===== src/lmp_defines.svh =====
// constants for the status lamp pattern generator
`ifndef LMP_DEFINES_SVH
`define LMP_DEFINES_SVH

// clock rate and pattern times
`define LMP_CLK_KHZ      125000
`define LMP_FAST_MS      300
`define LMP_SLOW_ON_MS   600
`define LMP_SLOW_OFF_MS  2400
`define LMP_TEST_MS      1500
// one blink unit is the fast half period, in cycles
`define LMP_UNIT_CYC     (`LMP_FAST_MS * `LMP_CLK_KHZ)

// register byte offsets
`define LMP_CTRL_OFS     12'h000
`define LMP_STAT_OFS     12'h004
`define LMP_ISTAT_OFS    12'h008
`define LMP_IMASK_OFS    12'h00C

// control fields and reset values
`define LMP_CTRL_EN_BIT  0
`define LMP_CTRL_RST     1'h1
`define LMP_IMASK_RST    3'h0

// status fields
`define LMP_STAT_TEST_BIT  4
`define LMP_STAT_GRN_BIT   5
`define LMP_STAT_RED_BIT   6

// interrupt event bits
`define LMP_IRQ_TEST     0
`define LMP_IRQ_FATAL    1
`define LMP_IRQ_MODE     2
`define LMP_IRQ_W        3

`endif


===== src/lmp_pkg.sv =====
// types for the status lamp pattern generator
package lmp_pkg;

  // shown lamp pattern, mildest first
  typedef enum logic [3:0] {
    MD_TEST, MD_OFF, MD_READY, MD_BUSY, MD_WARN,
    MD_RECOV, MD_PROTO, MD_BOTHON, MD_ENGINE, MD_FATAL
  } lmp_mode_t;

  // printer condition flags, same clock
  typedef struct packed {
    logic fatal;
    logic engineErr;
    logic bothOnErr;
    logic protoErr;
    logic recovErr;
    logic consumWarn;
    logic busy;
    logic ramCheck;
    logic ready;
  } lmp_cond_t;

  typedef struct packed {
    logic        psel;
    logic        penable;
    logic        pwrite;
    logic [11:0] paddr;
    logic [31:0] pwdata;
  } lmp_apb_req_t;

  typedef struct packed {
    logic        pready;
    logic        pslverr;
    logic [31:0] prdata;
  } lmp_apb_rsp_t;

  // whole module state
  typedef struct packed {
    lmp_mode_t   mode;
    logic [31:0] unitCnt;
    logic [3:0]  slot;
    logic        lampEn;
    logic [2:0]  irqStat;
    logic [2:0]  irqMask;
    logic [31:0] prdata;
    logic        green;
    logic        red;
  } lmp_state_t;

endpackage


===== src/lmp_lamp_gen.sv =====
// two-lamp status pattern generator with apb registers
`timescale 1ns/1ps
`default_nettype none
`include "lmp_defines.svh"

module lmp_lamp_gen #(
  parameter int UNIT_CYC = `LMP_UNIT_CYC // cycles per 0.3 s unit
) (
  input  wire logic                 core_clk,  // system clock
  input  wire logic                 rst_n,     // async reset, low
  input  wire lmp_pkg::lmp_apb_req_t apbReq,   // apb request
  output var lmp_pkg::lmp_apb_rsp_t apbRsp,    // apb answer
  input  wire lmp_pkg::lmp_cond_t   cond,      // condition flags
  output logic                      greenLamp, // ready lamp drive
  output logic                      redLamp,   // error lamp drive
  output logic                      irq        // level interrupt
);
  import lmp_pkg::*;

  ////////////////////////////////////////////////////////////////////
  // unit counts derived from the printed times
  localparam int SLOW_ON = `LMP_SLOW_ON_MS / `LMP_FAST_MS;
  localparam int SLOW_P  = (`LMP_SLOW_ON_MS + `LMP_SLOW_OFF_MS)
                           / `LMP_FAST_MS;
  localparam int TEST_U  = `LMP_TEST_MS / `LMP_FAST_MS;

  // fast blink uses slot parity, so the period must be even
  if (UNIT_CYC < 1 || SLOW_P > 16 || (SLOW_P % 2) != 0 ||
      TEST_U > 16 || TEST_U < 1 ||
      (`LMP_SLOW_ON_MS % `LMP_FAST_MS) != 0 ||
      (`LMP_SLOW_OFF_MS % `LMP_FAST_MS) != 0 ||
      (`LMP_TEST_MS % `LMP_FAST_MS) != 0) begin : g_chk
    $error("lmp_lamp_gen: timing values not servable");
  end

  localparam logic [31:0] UNIT_LAST = 32'(UNIT_CYC - 1);
  localparam logic [3:0]  SLOT_LAST = 4'(SLOW_P - 1);
  localparam logic [3:0]  SLOW_ONU  = 4'(SLOW_ON);
  localparam logic [3:0]  TEST_LAST = 4'(TEST_U - 1);

  lmp_state_t q;
  lmp_state_t d;

  // combinational helpers, visible to the checks below
  logic      unitEnd;
  logic      fastOn;
  logic      slowOn;
  lmp_mode_t want;
  logic      setupRd;
  logic      access;
  logic      mapped;
  logic [2:0] ev;

  ////////////////////////////////////////////////////////////////////
  // next state
  always_comb begin
    logic [2:0] clr;
    clr     = 3'h0;
    d       = q;
    unitEnd = (q.unitCnt == UNIT_LAST);
    fastOn  = ~q.slot[0];
    slowOn  = (q.slot < SLOW_ONU);
    ev      = 3'h0;

    if (cond.fatal) begin
      want = MD_FATAL;
    end else if (cond.engineErr) begin
      want = MD_ENGINE;
    end else if (cond.bothOnErr) begin
      want = MD_BOTHON;
    end else if (cond.protoErr) begin
      want = MD_PROTO;
    end else if (cond.recovErr) begin
      want = MD_RECOV;
    end else if (cond.consumWarn) begin
      want = MD_WARN;
    end else if (cond.busy || cond.ramCheck) begin
      want = MD_BUSY;
    end else if (cond.ready) begin
      want = MD_READY;
    end else begin
      want = MD_OFF;
    end

    if (unitEnd) begin
      d.unitCnt = 32'h0;
      d.slot    = (q.slot == SLOT_LAST) ? 4'h0 : q.slot + 4'h1;
    end else begin
      d.unitCnt = q.unitCnt + 32'h1;
    end

    if (q.mode == MD_TEST) begin
      // lamp test ends after its units
      if (unitEnd && q.slot == TEST_LAST) begin
        d.mode    = want;
        d.slot    = 4'h0;
        ev[`LMP_IRQ_TEST] = 1'b1;
      end
    end else if (want != q.mode) begin
      // restart at start of lit phase
      d.mode    = want;
      d.unitCnt = 32'h0;
      d.slot    = 4'h0;
      ev[`LMP_IRQ_MODE] = 1'b1;
    end
    ev[`LMP_IRQ_FATAL] = (d.mode == MD_FATAL) && (q.mode != MD_FATAL);

    // lamp drive from current pattern and phase
    unique case (q.mode)
      MD_TEST: begin
        d.green = 1'b1;
        d.red   = 1'b1;
      end
      MD_OFF: begin
        d.green = 1'b0;
        d.red   = 1'b0;
      end
      MD_READY: begin
        d.green = 1'b1;
        d.red   = 1'b0;
      end
      MD_BUSY: begin
        d.green = fastOn;
        d.red   = 1'b0;
      end
      MD_WARN: begin
        d.green = slowOn;
        d.red   = 1'b0;
      end
      MD_RECOV: begin
        d.green = 1'b1;
        d.red   = fastOn;
      end
      MD_PROTO: begin
        d.green = fastOn;
        d.red   = 1'b1;
      end
      MD_BOTHON: begin
        d.green = 1'b1;
        d.red   = 1'b1;
      end
      MD_ENGINE: begin
        d.green = fastOn;
        d.red   = ~fastOn;
      end
      MD_FATAL: begin
        d.green = 1'b0;
        d.red   = 1'b1;
      end
    endcase
    // software blanking never hides the power-on test
    if (!q.lampEn && q.mode != MD_TEST) begin
      d.green = 1'b0;
      d.red   = 1'b0;
    end

    // apb: read data latched in setup, so access needs no wait
    setupRd = apbReq.psel && !apbReq.penable && !apbReq.pwrite;
    access  = apbReq.psel && apbReq.penable;
    mapped  = apbReq.paddr == `LMP_CTRL_OFS ||
              apbReq.paddr == `LMP_STAT_OFS ||
              apbReq.paddr == `LMP_ISTAT_OFS ||
              apbReq.paddr == `LMP_IMASK_OFS;
    if (setupRd) begin
      d.prdata = 32'h0;
      unique case (apbReq.paddr)
        `LMP_CTRL_OFS:  d.prdata[`LMP_CTRL_EN_BIT] = q.lampEn;
        `LMP_STAT_OFS: begin
          d.prdata[3:0] = q.mode;
          d.prdata[`LMP_STAT_TEST_BIT] = (q.mode == MD_TEST);
          d.prdata[`LMP_STAT_GRN_BIT]  = q.green;
          d.prdata[`LMP_STAT_RED_BIT]  = q.red;
        end
        `LMP_ISTAT_OFS: d.prdata[2:0] = q.irqStat;
        `LMP_IMASK_OFS: d.prdata[2:0] = q.irqMask;
        default:        d.prdata = 32'h0;
      endcase
    end
    if (access && apbReq.pwrite) begin
      unique case (apbReq.paddr)
        `LMP_CTRL_OFS:
          d.lampEn = apbReq.pwdata[`LMP_CTRL_EN_BIT];
        `LMP_ISTAT_OFS: clr = apbReq.pwdata[2:0];
        `LMP_IMASK_OFS: d.irqMask = apbReq.pwdata[2:0];
        default: ;
      endcase
    end
    // a new event wins over a write-one clear
    d.irqStat = (q.irqStat & ~clr) | ev;
  end

  ////////////////////////////////////////////////////////////////////
  // state register
  always_ff @(posedge core_clk or negedge rst_n) begin
    if (!rst_n) begin
      q.mode    <= MD_TEST;
      q.unitCnt <= 32'h0;
      q.slot    <= 4'h0;
      q.lampEn  <= `LMP_CTRL_RST;
      q.irqStat <= 3'h0;
      q.irqMask <= `LMP_IMASK_RST;
      q.prdata  <= 32'h0;
      q.green   <= 1'b1;
      q.red     <= 1'b1;
    end else begin
      q <= d;
    end
  end

  // outputs
  assign greenLamp      = q.green;
  assign redLamp        = q.red;
  assign irq            = |(q.irqStat & q.irqMask);
  // one driver for the whole answer struct
  assign apbRsp         = '{pready:  access,
                            pslverr: access && !mapped,
                            prdata:  q.prdata};

  logic live;
  assign live = q.lampEn && q.mode != MD_TEST;
endmodule // lmp_lamp_gen
`default_nettype wire


===== config.mk =====
export PLATFORM = sky130hd
export DESIGN_NAME = lmp_lamp_gen
export DESIGN_NICKNAME = d
export VERILOG_FILES = /design/src/lmp_pkg.sv /design/src/lmp_lamp_gen.sv
export VERILOG_INCLUDE_DIRS = /design/src
export SDC_FILE = /design/constraint.sdc
export NUM_CORES = 1
export LEC_CHECK = 0
export BUFFER_PORTS_ARGS = -buffer_cell sky130_fd_sc_hd__buf_4
export CAP_MARGIN = 20
export CORE_ASPECT_RATIO = 0.6
export CORE_MARGIN = 4
export CORE_UTILIZATION = 40
export DETAILED_ROUTE_END_ITERATION = 7
export GPL_TIMING_DRIVEN = 0
export PLACE_DENSITY = 0.65
export SYNTH_ARGS = -nofsm -noshare
export SYNTH_HDL_FRONTEND = slang
export SYNTH_SLANG_ARGS = --single-unit

===== constraint.sdc =====
create_clock -name core_clk -period 2.5 [get_ports core_clk]
set_input_delay 0.125 -clock core_clk [delete_from_list [all_inputs] [get_ports core_clk]]
set_output_delay 0.125 -clock core_clk [all_outputs]
set_load 0.02 [all_outputs]

==> results.md <==
- Post-place setup slack: 0.08384 ns
- Setup ws final: 0.1404 ns
- Setup crit start kind: flip-flop
- H-tree levels: 2
- Overall power: 1.958 mW
- Ys Warns: 0
- Cells after Synth: 358
- DRT Wirelength: 7184 um
- Area delta synth->final: 21.07%
- Max-slew violations: 0
- Die area: 9625 um2
- GR peak layer: met1
- Seq pwr share: 47.9%
- Clock transition at the registers of the reported paths: 0.07 ns
- Sw frac: 26.54%
- Die X: 124.0 um
- Routed WL per cell: 13.38 um
- Mapped Area: 3231 um2
- Commonest cells in the netlist: dfrtp_1, nor2_1, nand2_1
- Multi-input gate area: 1597 um2
- Max Clk Rate: 423.8 MHz
- Mapped Avg Cell Area: 9.024 um2
- Final #Nets: 490
- Clock Power Share: 36.7%
- Pwr Density: 500.5 nW/um2
- Placed Area: 3749 um2
- Primary FF master, synth: dfrtp_1
- Critical Path Max Stage Delay: 0.54 ns
- Root buf cell: clkbuf_16
- Met1 Usage GRT: 23.42%
- Initial Utilization: 41.15%
- First-pass GRT wire length: 12250 um
- Gr ovfl total: 0
- Asr flop ratio synth: 100.0%
- Layout Skew: 0.007621 ns
- CP top delay family: simple AND/OR/NAND/NOR gates
- Register area: 1405 um2
- Std cell rows: 25
- Vias: 2629
- Clk sink count: 56
- Leak pwr: 1.770 nW
- CP bufs+invs: 1
- Vias in the first global route: 2581
- Drt drc: 0
- Met2 Resource Use GR: 23.40%
- Slew @ Worst Pin: 0.8042 ns
- DRT iter0 DRCs: 189
- Longest Clk Path Bufs: 2
- Hold crit path type: input pin to flip-flop
- Biggest area consumer among synthesized cells: dfrtp_1
- Synthesized flop and latch total: 56
- Final Hold Viols: 0
- Cell Count Post-Placement: 529
- Slew margin rel.: 45.89%
- Pin count of the biggest net entering global routing: 57
- Fin cells: 537
- Final TNS setup: 0 ns
- Initial antenna violation count: 0
- Post-DP HPWL: 5299 um
- Filler cells: 742
- Total GRT Usage: 15.68%
- Most used cell, CP: or4b_1
- Nature of the critical path endpoint: flip-flop
- Status: complete, no violations
- Critical Path AT: 2.57 ns
- Height of the die: 77.61 um
- Synth area leaders: dfrtp_1, buf_4, nor2_1
- Final instance area: 3911 um2
- WHS: 0.07481 ns
- Psw: 519.6 uW
- Share of cells above drive strength 1: 21.91%
- Combinational power share: 15.4%
- First-pass DRT Iterations: 4
- Final core occ: 49.82%
- Num CTS Buffers: 5
- Met3 Use GR: 2.768%
- Vias/cell: 4.896
- Final setup vio count: 0
- Post-synth EDFFs: 0
- CTS tree: done
- GP Congestion: 0.8202
- Crit path time final: 2.360 ns
- IO Count: 95
- Max_cap viols: 0
- Internal: 1.438 mW
- Netlist cell types: 42
- Worst-Skew Late Latency: 0.29 ns
- ANT nets after route: 0
- Port Buffers: 39
- Synth top area share: 41.05%
- Sequential fraction of the synthesis area: 43.49%
- CORE AREA: 7851 um2
- Most frequent cell after synthesis: dfrtp_1
- Worst path cell trace: or4b_1 > nor4_2 > nand4_1 > buf_2 > or4b_1 > a21oi_1
- Period utilization: 94.38%
- CP max-delay cell: or4b_1
- Maximum vdd drop: 0.2601 mV
- Type of the worst setup path: flip-flop to flip-flop
- Critical Path RT: 2.71 ns
- Critical Path Fanout Max: 10
- Diodes inserted: 0
[power by group through the flow]
stage	registers (mW)	clock network [mW]	logic, mW
floorplan	0.961	0	0.181
global placement	0.955	0	0.292
detailed placement	0.955	0	0.298
CTS	0.938	0.732	0.300
global route	0.941	0.780	0.332
finish	0.938	0.719	0.301
[cells in the final DEF, fill, tap and decap left out, types with 2 or more instances in the layout]
master and count:
clkbuf_1 7, a21o_1 3, dfstp_2 3, o21ai_0 15
nand4_1 9, xnor2_1 9, a21oi_1 10, nand3b_1 2
and3_1 7, or4_1 3, conb_1 25, nor2_1 50
and2_1 3, xor2_1 20, a22oi_1 3, o31ai_1 3
nor3_1 9, nor4b_1 3, clkbuf_16 5, a222oi_1 2
and4_1 7, nor4_1 6, inv_1 9, ha_1 4
nand2b_1 3, buf_4 72, nor2b_1 2, nand3_1 14
clkinv_2 2, dfrtp_1 53, nand2_1 38, or4b_1 4
mux2_2 5, or3_1 4, buf_2 2
[registers in the layout, summed over array words and instances (netlist names)]
name and count:
redLamp 1, q 47, apbRsp 7, greenLamp 1
[worst reg2reg max path: cells and delay by family (launching register included)]
family | cells | cell delay, ns
and+or+nand+nor | 4 | 1.47
DFF | 1 | 0.45
buffers and inverters | 1 | 0.20
AOI/OAI and AO/OA | 1 | 0.16
[cell families (layout without fill, tap and decap cells)]
| family | Yosys count | after routing | synth area share [%] |
|---|---|---|---|
| multiplexers | 6 | 6 | 2.440 |
| adder cells (fa/ha/maj) | 4 | 4 | 1.549 |
| buffers and inverters | 53 | 100 | 10.07 |
| XOR/XNOR | 29 | 29 | 7.862 |
| other | 1 | 25 | 0.1161 |
| flip-flops | 56 | 56 | 43.49 |
| AND/OR/NAND/NOR | 166 | 166 | 25.91 |
| AO/OA/AOI/OAI | 43 | 43 | 8.560 |
[final timing paths]
kind	from	endpoint	slack, ns	cells past startpoint
max	q[54]	q[42]	0.14	6
min	apbReq[0]	q[40]	0.07	3
max reg2reg	q[54]	q[42]	0.14	6
min reg2reg	apbRsp[3]	apbRsp[3]	0.48	2
max in group asynchronous	rst_n	q[35]	1.61	2
min in group asynchronous	rst_n	q[73]	0.42	2
[layout make-up]
cell class	instances	share of cell area, %
Buffer	43	7.390
Clock buffer	6	3.551
Clock inverter	2	0.2559
Inverter	9	0.8637
Multi-Input combinational cell	273	40.82
Sequential cell	56	35.92
Tap cell	108	3.455
Timing Repair Buffer	40	7.742
[metal layers]
metal  part of all wire, %  up-vias
met4                  0.79        0
met5                     0        -
met3                   5.0        5
li1                      -     1331
met2                    42       79
met1                    52     1214
[repair_timing]
action                                 CTS  global route
hold buffers                             1             0
gates resized for setup                  0             3
endpoints found under the hold margin   53             0
setup endpoints to repair                0            31
buffers inserted                         0             0
Note: power is estimated with default switching activity, not from simulation.
